<file path="config.mk">
export PLATFORM = sky130hd
export DESIGN_NAME = encoder_freeze_marker_capture
export DESIGN_NICKNAME = d
export VERILOG_FILES = /design/src/design/capture_pkg.sv /design/src/design/encoder_freeze_marker_capture.sv /design/src/design/pin_edge_sync.sv
export SDC_FILE = /design/constraint.sdc
export NUM_CORES = 1
export LEC_CHECK = 0
export ABC_CLOCK_PERIOD_IN_PS = 10070
export BUFFER_PORTS_ARGS = -buffer_cell sky130_fd_sc_hd__buf_2
export CAP_MARGIN = 20
export CORE_ASPECT_RATIO = 1.75
export CORE_MARGIN = 5
export CORE_UTILIZATION = 35
export CTS_BUF_LIST = sky130_fd_sc_hd__clkbuf_16
export DETAILED_ROUTE_END_ITERATION = 7
export GPL_TIMING_DRIVEN = 0
export SLEW_MARGIN = 10
export SYNTH_ARGS = -nofsm -noshare
export SYNTH_HDL_FRONTEND = slang
export SYNTH_SLANG_ARGS = --single-unit
</file>
<file path="constraint.sdc">
create_clock -name clk_sys -period 10.07 [get_ports clk_sys]
set_input_delay 0.5035 -clock clk_sys [delete_from_list [all_inputs] [get_ports clk_sys]]
set_output_delay 0.5035 -clock clk_sys [all_outputs]
set_load 0.01 [all_outputs]
</file>
<file path="src/design/capture_pkg.sv">
// Package with register map, reset values and carrier types for the capture block.
package capture_pkg;

  // ----------------------------------------------------------------
  // Register byte offsets
  // ----------------------------------------------------------------
  localparam logic [7:0] OFF_CTRL        = 8'h00;
  localparam logic [7:0] OFF_SRC_SEL     = 8'h04;
  localparam logic [7:0] OFF_FLAGS       = 8'h08;
  localparam logic [7:0] OFF_TRIG_SRC    = 8'h0C;
  localparam logic [7:0] OFF_FB_FRZ_POS  = 8'h10;
  localparam logic [7:0] OFF_FB_FRZ_REV  = 8'h14;
  localparam logic [7:0] OFF_REF_FRZ_POS = 8'h18;
  localparam logic [7:0] OFF_REF_FRZ_REV = 8'h1C;
  localparam logic [7:0] OFF_REF_MK_POS  = 8'h20;
  localparam logic [7:0] OFF_REF_MK_REV  = 8'h24;
  localparam logic [7:0] OFF_FB_MK_POS   = 8'h28;
  localparam logic [7:0] OFF_FB_MK_REV   = 8'h2C;
  localparam logic [7:0] OFF_IRQ_STATUS  = 8'h30;
  localparam logic [7:0] OFF_IRQ_MASK    = 8'h34;

  // ----------------------------------------------------------------
  // Field positions
  // ----------------------------------------------------------------
  localparam int CTRL_ENABLE_BIT = 0;
  localparam int CTRL_EDGE_BIT   = 1;
  localparam int CTRL_REINITIALISE_COMMAND_BIT = 2;
  localparam int FLAG_FB_FRZ     = 0;
  localparam int FLAG_REF_FRZ    = 1;
  localparam int FLAG_REF_MK     = 2;
  localparam int FLAG_FB_MK      = 3;
  localparam int SRC_REF_LSB     = 0;
  localparam int SRC_FB_LSB      = 2;
  localparam int TRIG_A_LSB      = 0;
  localparam int TRIG_B_LSB      = 8;

  // ----------------------------------------------------------------
  // Values and reset values
  // ----------------------------------------------------------------
  localparam logic [7:0] TRIG_COMMON_LINE  = 8'h04;
  localparam logic [1:0] SRC_FIRST_CHAN    = 2'h1;
  localparam logic [1:0] SRC_SECOND_CHAN   = 2'h2;
  localparam logic       RST_ENABLE        = 1'b0;
  localparam logic       RST_EDGE          = 1'b0;
  localparam logic [3:0] RST_SRC_SEL       = 4'h0;
  localparam logic [3:0] RST_FLAGS         = 4'h0;
  localparam logic [7:0] RST_TRIG_SRC      = 8'h00;
  localparam logic [3:0] RST_IRQ_MASK      = 4'h0;
  localparam logic [31:0] RST_WORD         = 32'h0000_0000;

  // ----------------------------------------------------------------
  // Types
  // ----------------------------------------------------------------
  typedef enum logic [1:0] {
    FN_NONE   = 2'b00,
    FN_FIRST  = 2'b01,
    FN_SECOND = 2'b10
  } freeze_fn_t;

  typedef struct packed {
    logic [31:0] pos;
    logic [31:0] revs;
  } enc_sample_t;

  typedef struct packed {
    freeze_fn_t  func;
    logic [1:0]  chan;
  } freeze_route_t;

endpackage : capture_pkg

</file>
<file path="src/design/encoder_freeze_marker_capture.sv">
// Freeze and marker capture of reference and feedback encoder data.
//
// Notes on behaviour
// Trigger input latches both encoders' counters.
// Reference freeze stores revolutions and position.
// Feedback freeze stores revolutions and position.
// Edge select: zero rising, one falling.
// Freeze results written only while enabled.
// Freeze event sets both freeze flags.
// Software clears freeze flags for new data.
// Enabled: power-up/reinitialise_command sets trigger sources four; enable_q resets to 0, so only reinitialise_command sets them.
// First channel source uses first freeze function.
// Second channel source uses second freeze function.
// Reference marker stores position and revolutions.
// Reference marker sets its flag each time.
// Feedback marker stores position and revolutions.
// Feedback marker sets its flag each time.
// Software reads marker data before next marker.
// Inputs synchronised; one capture per pulse.
`timescale 1ns/1ns
`default_nettype none
module encoder_freeze_marker_capture
  import capture_pkg::*;
(
  // Clock and reset
  input  wire logic          clk_sys,
  input  wire logic          rst,
  // Avalon-MM slave
  input  wire logic [7:0]    address,
  input  wire logic          read,
  input  wire logic          write,
  input  wire logic [3:0]    byteenable,
  input  wire logic [31:0]   writedata,
  output logic      [31:0]   readdata,
  output logic               waitrequest,
  // Pins
  input  wire logic          capture_trigger_input,
  input  wire logic          ref_marker_in,
  input  wire logic          fb_marker_in,
  // Encoder counters
  input  wire enc_sample_t   ref_enc,
  input  wire enc_sample_t   fb_enc,
  // Freeze routing towards the host drive
  output logic      [7:0]    trig_src_first_fn,
  output logic      [7:0]    trig_src_second_fn,
  output freeze_route_t      ref_route,
  output freeze_route_t      fb_route,
  // Interrupt
  output logic               irq
);

  // ----------------------------------------------------------------
  // Bus handshake
  // ----------------------------------------------------------------
  logic        ack_q;
  logic        wr_en;
  logic        rd_en;
  logic [31:0] rd_mux;

  // Every access waits exactly one cycle so read data can be registered.
  assign waitrequest = (read | write) & ~ack_q;
  assign wr_en       = write & ack_q;
  assign rd_en       = read & ~ack_q;

  always_ff @(posedge clk_sys or posedge rst)
  begin
    if (rst)
      ack_q <= 1'b0;
    else
      ack_q <= (read | write) & ~ack_q;
  end

  function automatic logic [31:0] merge(input logic [31:0] old,
                                        input logic [31:0] wd,
                                        input logic [3:0]  be);
    logic [31:0] r;
    r = old;
    for (int i = 0; i < 4; i++)
    begin
      if (be[i])
        r[i*8 +: 8] = wd[i*8 +: 8];
    end
    return r;
  endfunction : merge

  // ----------------------------------------------------------------
  // Input synchronisers
  // ----------------------------------------------------------------
  logic trig_rise;
  logic trig_fall;
  logic ref_mk_rise;
  logic fb_mk_rise;

  pin_edge_sync u_trig_sync
  (
    .clk_sys (clk_sys),
    .rst     (rst),
    .pin     (capture_trigger_input),
    .rise    (trig_rise),
    .fall    (trig_fall)
  );

  pin_edge_sync u_ref_mk_sync
  (
    .clk_sys (clk_sys),
    .rst     (rst),
    .pin     (ref_marker_in),
    .rise    (ref_mk_rise),
    .fall    ()
  );

  pin_edge_sync u_fb_mk_sync
  (
    .clk_sys (clk_sys),
    .rst     (rst),
    .pin     (fb_marker_in),
    .rise    (fb_mk_rise),
    .fall    ()
  );

  // ----------------------------------------------------------------
  // Control registers
  // ----------------------------------------------------------------
  logic       enable_q;
  logic       edge_q;
  logic [3:0] src_sel_q;
  logic       reinitialise_command_q;
  logic       powerup_q;

  always_ff @(posedge clk_sys or posedge rst)
  begin
    if (rst)
    begin
      enable_q <= RST_ENABLE;
      edge_q   <= RST_EDGE;
      reinitialise_command_q <= 1'b0;
    end
    else
    begin
      reinitialise_command_q <= 1'b0;
      if (wr_en && address == OFF_CTRL && byteenable[0])
      begin
        enable_q <= writedata[CTRL_ENABLE_BIT];
        edge_q   <= writedata[CTRL_EDGE_BIT];
        reinitialise_command_q <= writedata[CTRL_REINITIALISE_COMMAND_BIT];
      end
    end
  end

  // The power-up pass runs once in the first cycle after reset release.
  always_ff @(posedge clk_sys or posedge rst)
  begin
    if (rst)
      powerup_q <= 1'b1;
    else
      powerup_q <= 1'b0;
  end

  always_ff @(posedge clk_sys or posedge rst)
  begin
    if (rst)
      src_sel_q <= RST_SRC_SEL;
    else if (wr_en && address == OFF_SRC_SEL && byteenable[0])
      src_sel_q <= writedata[3:0];
  end

  // ----------------------------------------------------------------
  // Host freeze trigger-source selections
  // ----------------------------------------------------------------
  logic [31:0] trig_word;
  assign trig_word = {16'h0000, trig_src_second_fn, trig_src_first_fn};

  logic [31:0] trig_new;
  assign trig_new = merge(trig_word, writedata, byteenable);

  always_ff @(posedge clk_sys or posedge rst)
  begin
    if (rst)
    begin
      trig_src_first_fn  <= RST_TRIG_SRC;
      trig_src_second_fn <= RST_TRIG_SRC;
    end
    else if ((powerup_q || reinitialise_command_q) && enable_q)
    begin
      trig_src_first_fn  <= TRIG_COMMON_LINE;
      trig_src_second_fn <= TRIG_COMMON_LINE;
    end
    else if (wr_en && address == OFF_TRIG_SRC)
    begin
      trig_src_first_fn  <= trig_new[TRIG_A_LSB +: 8];
      trig_src_second_fn <= trig_new[TRIG_B_LSB +: 8];
    end
  end

  // ----------------------------------------------------------------
  // Freeze function routing
  // ----------------------------------------------------------------
  function automatic freeze_route_t route(input logic [1:0] src);
    freeze_route_t r;
    r.func = FN_NONE;
    r.chan = src;
    if (src == SRC_FIRST_CHAN)
      r.func = FN_FIRST;
    else if (src == SRC_SECOND_CHAN)
      r.func = FN_SECOND;
    return r;
  endfunction : route

  always_ff @(posedge clk_sys or posedge rst)
  begin
    if (rst)
    begin
      ref_route <= '{func: FN_NONE, chan: 2'h0};
      fb_route  <= '{func: FN_NONE, chan: 2'h0};
    end
    else
    begin
      ref_route <= route(src_sel_q[SRC_REF_LSB +: 2]);
      fb_route  <= route(src_sel_q[SRC_FB_LSB +: 2]);
    end
  end

  // ----------------------------------------------------------------
  // Capture events
  // ----------------------------------------------------------------
  logic       frz_edge;
  logic [3:0] flags_q;
  logic       ref_frz_take;
  logic       fb_frz_take;

  assign frz_edge     = edge_q ? trig_fall : trig_rise;
  // A clear flag means the previous result was consumed.
  assign ref_frz_take = frz_edge & enable_q & ~flags_q[FLAG_REF_FRZ];
  assign fb_frz_take  = frz_edge & enable_q & ~flags_q[FLAG_FB_FRZ];

  enc_sample_t ref_frz_q;
  enc_sample_t fb_frz_q;
  enc_sample_t ref_mk_q;
  enc_sample_t fb_mk_q;

  always_ff @(posedge clk_sys or posedge rst)
  begin
    if (rst)
      ref_frz_q <= '0;
    else if (ref_frz_take)
      ref_frz_q <= ref_enc;
  end

  always_ff @(posedge clk_sys or posedge rst)
  begin
    if (rst)
      fb_frz_q <= '0;
    else if (fb_frz_take)
      fb_frz_q <= fb_enc;
  end

  // Marker data is overwritten on every marker; software must keep up.
  always_ff @(posedge clk_sys or posedge rst)
  begin
    if (rst)
      ref_mk_q <= '0;
    else if (ref_mk_rise)
      ref_mk_q <= ref_enc;
  end

  always_ff @(posedge clk_sys or posedge rst)
  begin
    if (rst)
      fb_mk_q <= '0;
    else if (fb_mk_rise)
      fb_mk_q <= fb_enc;
  end

  // ----------------------------------------------------------------
  // Capture flags: software writes zero to clear, an event wins.
  // ----------------------------------------------------------------
  logic [3:0] evt;
  logic [3:0] flag_clr;

  assign evt      = {fb_mk_rise, ref_mk_rise, ref_frz_take, fb_frz_take};
  assign flag_clr = (wr_en && address == OFF_FLAGS && byteenable[0]) ? ~writedata[3:0] : 4'h0;

  always_ff @(posedge clk_sys or posedge rst)
  begin
    if (rst)
      flags_q <= RST_FLAGS;
    else
      flags_q <= (flags_q & ~flag_clr) | evt;
  end

  // ----------------------------------------------------------------
  // Interrupt status and mask
  // ----------------------------------------------------------------
  logic [3:0] irq_stat_q;
  logic [3:0] irq_mask_q;
  logic [3:0] stat_clr;

  assign stat_clr = (wr_en && address == OFF_IRQ_STATUS && byteenable[0]) ? writedata[3:0] : 4'h0;

  always_ff @(posedge clk_sys or posedge rst)
  begin
    if (rst)
      irq_stat_q <= RST_FLAGS;
    else
      irq_stat_q <= (irq_stat_q & ~stat_clr) | evt;
  end

  always_ff @(posedge clk_sys or posedge rst)
  begin
    if (rst)
      irq_mask_q <= RST_IRQ_MASK;
    else if (wr_en && address == OFF_IRQ_MASK && byteenable[0])
      irq_mask_q <= writedata[3:0];
  end

  always_ff @(posedge clk_sys or posedge rst)
  begin
    if (rst)
      irq <= 1'b0;
    else
      irq <= |(irq_stat_q & irq_mask_q);
  end

  // ----------------------------------------------------------------
  // Read path
  // ----------------------------------------------------------------
  always_comb
  begin
    rd_mux = RST_WORD;
    if (address == OFF_CTRL)
      rd_mux = {29'h0000_0000, 1'b0, edge_q, enable_q};
    else if (address == OFF_SRC_SEL)
      rd_mux = {28'h000_0000, src_sel_q};
    else if (address == OFF_FLAGS)
      rd_mux = {28'h000_0000, flags_q};
    else if (address == OFF_TRIG_SRC)
      rd_mux = trig_word;
    else if (address == OFF_FB_FRZ_POS)
      rd_mux = fb_frz_q.pos;
    else if (address == OFF_FB_FRZ_REV)
      rd_mux = fb_frz_q.revs;
    else if (address == OFF_REF_FRZ_POS)
      rd_mux = ref_frz_q.pos;
    else if (address == OFF_REF_FRZ_REV)
      rd_mux = ref_frz_q.revs;
    else if (address == OFF_REF_MK_POS)
      rd_mux = ref_mk_q.pos;
    else if (address == OFF_REF_MK_REV)
      rd_mux = ref_mk_q.revs;
    else if (address == OFF_FB_MK_POS)
      rd_mux = fb_mk_q.pos;
    else if (address == OFF_FB_MK_REV)
      rd_mux = fb_mk_q.revs;
    else if (address == OFF_IRQ_STATUS)
      rd_mux = {28'h000_0000, irq_stat_q};
    else if (address == OFF_IRQ_MASK)
      rd_mux = {28'h000_0000, irq_mask_q};
  end

  // Read data is registered in the waiting cycle and held until the next read.
  always_ff @(posedge clk_sys or posedge rst)
  begin
    if (rst)
      readdata <= RST_WORD;
    else if (rd_en)
      readdata <= rd_mux;
  end

endmodule : encoder_freeze_marker_capture
`default_nettype wire

</file>
<file path="src/design/pin_edge_sync.sv">
// Three-stage pin synchroniser with agreement filter and single-cycle edge pulses.
`timescale 1ns/1ns
`default_nettype none
module pin_edge_sync
(
  // Clock and reset
  input  wire logic clk_sys,
  input  wire logic rst,
  // Pin and edge pulses
  input  wire logic pin,
  output logic      rise,
  output logic      fall
);

  logic s1_q;
  logic s2_q;
  logic s3_q;
  logic lvl_q;
  logic lvl_d;

  always_ff @(posedge clk_sys or posedge rst)
  begin
    if (rst)
    begin
      s1_q <= 1'b0;
      s2_q <= 1'b0;
      s3_q <= 1'b0;
    end
    else
    begin
      s1_q <= pin;
      s2_q <= s1_q;
      s3_q <= s2_q;
    end
  end

  // A change is accepted only when the second and third stage agree.
  assign lvl_d = (s2_q == s3_q) ? s3_q : lvl_q;

  always_ff @(posedge clk_sys or posedge rst)
  begin
    if (rst)
    begin
      lvl_q <= 1'b0;
      rise  <= 1'b0;
      fall  <= 1'b0;
    end
    else
    begin
      lvl_q <= lvl_d;
      rise  <= lvl_d & ~lvl_q;
      fall  <= ~lvl_d & lvl_q;
    end
  end

endmodule : pin_edge_sync
`default_nettype wire

</file>
==> results.txt <==
The tools report the count of max-cap constraint violations as 0. Dividing total power by cell area gives a power density of 176 mW/mm². The post-route netlist has 40.8% of its cells at a drive strength greater than 1. The tools report the number of buffers inserted during clock tree synthesis as 35.

Entering global routing, the biggest net connects 41 pins. Once detail routing completed, the nets flagged for antenna violations numbered 0. The die boundary height works out to 288 µm.

Dividing the synthesized area by the synthesized cell count gives 12.8 µm². Timing would allow up to 0.363 GHz. After detailed routing, the number of remaining DRC violations is 0. The run finished with clean final reports. Path type of the worst min-delay path: input pin to flop.

Of all nets on the critical path, the largest fanout is 10. The total overflow left after global routing is 0. From synthesis to final layout, the design area changed by 20.3%. Summed over all failing endpoints, the final setup total negative slack is 0 ns. The mux cell area share after synthesis was 21.8%; the clock latency on the worst-skew pair was 0.55 ns. The initial antenna violation count is 12. Summing all placed instances gives a cell area of 0.0174 mm². The tree is rooted in a clkbuf_16.

The mapped netlist covers 0.0154 mm². STA classifies the critical path endpoint as a flop. The total wirelength of the detailed-routed design was 56700 µm.

Of the available clock period, the critical path in the final layout requires 27.3%. The clock period could shrink to 2.75 ns. Once the floorplan was initialized, standard cells occupied 35.5% of the core. In this run the static leakage power is 8.67 nW. Final hold analysis gives a worst-case slack of 0.0684 ns. The required arrival time at the worst endpoint is 10.49 ns, and the peak ir drop on the vdd network is 0.101 mV. For the total iterations of the first detailed-routing run, the log shows 5. The area fraction in compound gates after synthesis came out at 12.1%. The number of nets in the synthesized netlist is 1386.

Cells fill 42.7% of the core in the end. In this run the count of I/O pins placed on the die edge is 237. The maximum level of the CTS H-tree was 2; the die footprint was 0.0485 mm². The initialized floorplan defines 101 standard-cell rows.

The area of the placeable core was 0.0435 mm²; the number of failing hold endpoints at the final stage was 0. The routed layout has 11494 vias. TritonCTS built the clock tree.

The count of final setup violators is 0. The tools report the via count of the first global-routing pass as 12119. Counting flops with an async set or reset pin after synthesis yields a share of 100%. The count of buffers added on input and output ports is 214. The routability congestion estimate came out at 0.928.

On the final layout, the worst clock skew is 0.0276 ns. Yosys printed 0 warnings. The number of setup buffers added after CTS is 0.

The worst pin sits at a relative slew slack of 21.1%. The count of hold buffers inserted by post-cts repair was 1. Top flip-flop cell by instance count after synthesis: dfrtp_1.

Setup repair after global routing left no endpoint under its margin. The clock passes through at most 3 buffers. The clock sink count was 350; the die outline width was 169 µm. After synthesis, the largest family of logic cells by area is multiplexers. After clock tree synthesis, the clock-pin slew on the worst setup and hold paths is 0.06 ns. The total global-route track usage is 22.8%, and the first-pass GRT wire length is 81500 µm. The detailed router finished its first iteration with 901 violations. Dividing the detail-routed wire length by the instance count gives 27.4 µm. The number of distinct library cell variants in the gate-level netlist after synthesis came out at 64. At the end of the flow, the number of nets in the layout was 1649. The number of synthesized register bits was 350. The HPWL after detailed placement is 42400 µm, and the transition at the pin with the smallest max-transition slack is 1.18 ns. STA classifies the critical path startpoint as a flop. Total of fill cells in the finished design: 4215. Summing the areas of all and, or, nand and nor instances in the mapped netlist gives 6.57% of the synthesized area. The critical path class was flop to flop. After routing the design area is 0.0185 mm².

Once the clock tree was built, the resizer swapped 0 gates to a different size. The xor and xnor area share after synthesis is 0%, and the number of cells produced by synthesis is 1207. Of the total synthesized cell area, the portion taken by full adders, half adders and majority gates is 0.195%. Counting flops with a built-in enable in the synthesized netlist gives 0.

Max-slew violation total from the final report: 0. Using the TritonRoute via totals, the vias-per-cell ratio works out to 5.55. Sequential elements use 56.8% of the synthesized area. The data arrival time of the critical path came out at 3.17 ns.
[cell type report]
type	instances	area, µm²	area share, %
diodes	9	22.5	0.121
plain buffers	78	355	1.92
clock buffers	36	901	4.86
clock inverters	26	195	1.05
inverters	9	37.5	0.202
multi-input cells	770	6270	33.8
flip-flops and latches	350	8760	47.2
well taps	566	708	3.82
repair buffers	226	1290	6.95
[placed cells by master (no fill, tap or decap), types with 5 or more instances in the layout]
master	Yosys	final
nand2_1	89	89
clkbuf_1	33	33
o22ai_1	27	27
a22oi_1	41	41
clkinv_1	0	6
o31ai_1	5	5
clkinv_2	0	6
nand3_1	5	5
buf_2	29	243
a22o_1	22	22
o41ai_2	8	8
inv_1	9	14
diode_2	0	9
buf_1	11	11
buf_12	0	10
a221oi_1	7	7
clkbuf_16	0	36
a21oi_1	52	52
mux2i_1	24	24
a21o_1	5	5
dfrtp_1	349	349
nor2b_1	12	12
a221o_1	8	8
nor3_1	18	18
o221ai_1	8	8
or3_1	5	5
nor2_1	43	43
mux2_2	275	275
o21ai_0	47	47
o211ai_1	6	6
[per-layer routing]
metal  part of all wire (%)  track usage [%]
met4                    5.0             11.7
met5                  0.023                0
met3                    5.6             4.19
met2                     53             41.2
met1                     36             25.5
[registers in the layout, summed over array words and instances (netlist names), 8 cells and up]
register	cells
trig_src_first_fn	8
trig_src_second_fn	8
fb_frz_q	64
ref_mk_q	64
readdata	32
ref_frz_q	64
fb_mk_q	64
[logic make-up after synthesis]
logic type | Yosys count
muxes | 300
adders and majority gates | 3
buffers and inverters | 87
DFF | 350
other | 1
AOI/OAI and AO/OA | 265
and+or+nand+nor | 201
[worst max-delay path, stage by stage, from the launching register on]
cell,delay [ns]
dfrtp_1,0.41
mux2_2,0.23
nand2_1,0.10
nor2_1,0.37
buf_1,0.62
buf_2,0.52
mux2_2,0.38
[through the flow]
step           power [mW]  worst slack, ns  std cells
2_1_floorplan        1.84             4.88       1207
3_3_place_gp         1.98             2.92       1987
3_5_place_dp         2.01             6.94       1998
4_1_cts              3.29             7.36       2061
5_1_grt              3.37             7.23       2068
6_report             3.26             7.32       2070
[cells in the mapped netlist, types with 3 or more instances]
cell type | n | area (µm²)
clkbuf_1 | 33 | 124
o211ai_1 | 6 | 45.0
buf_4 | 3 | 22.5
o21ai_0 | 47 | 235
a22o_1 | 22 | 193
nand3_1 | 5 | 25.0
a22oi_1 | 41 | 308
mux2_2 | 275 | 3100
nand2_1 | 89 | 334
buf_2 | 29 | 145
nor4_1 | 4 | 25.0
nand2b_1 | 4 | 25.0
o41ai_2 | 8 | 130
inv_1 | 9 | 33.8
a221o_1 | 8 | 80.1
a21o_1 | 5 | 37.5
a211oi_1 | 4 | 30.0
mux2i_1 | 24 | 240
nor3_1 | 18 | 90.1
o221ai_1 | 8 | 70.1
a221oi_1 | 7 | 61.3
dfrtp_1 | 349 | 8730
or3_1 | 5 | 31.3
a21oi_1 | 52 | 260
nor2b_1 | 12 | 75.1
maj3_1 | 3 | 30.0
nor2_1 | 43 | 161
o31ai_1 | 5 | 37.5
a2111oi_0 | 3 | 26.3
o22ai_1 | 27 | 169
buf_1 | 11 | 41.3
[where the power goes]
| part | leakage [nW] | internal, mW | total (mW) | switching, mW |
|---|---|---|---|---|
| logic | 3.59 | 0.175 | 0.365 | 0.189 |
| registers | 4.51 | 1.54 | 1.62 | 0.0780 |
| clock network | 0.566 | 0.707 | 1.28 | 0.574 |
[worst paths after layout]
kind / startpoint / depth (start not counted) / slack (ns) / to
hold reg to reg: u_fb_mk_sync.s1_q / 0 / 0.35 / u_fb_mk_sync.s2_q
setup reg to reg: edge_q / 6 / 7.32 / fb_frz_q[4]
min in group asynchronous: rst / 3 / 0.48 / fb_mk_q[12]
max in group asynchronous: rst / 7 / 8.33 / fb_mk_q[2]
setup / recovery: edge_q / 6 / 7.32 / fb_frz_q[4]
hold / removal: fb_marker_in / 1 / 0.07 / u_fb_mk_sync.s1_q
No activity file was read; power rests on OpenSTA's default activity.
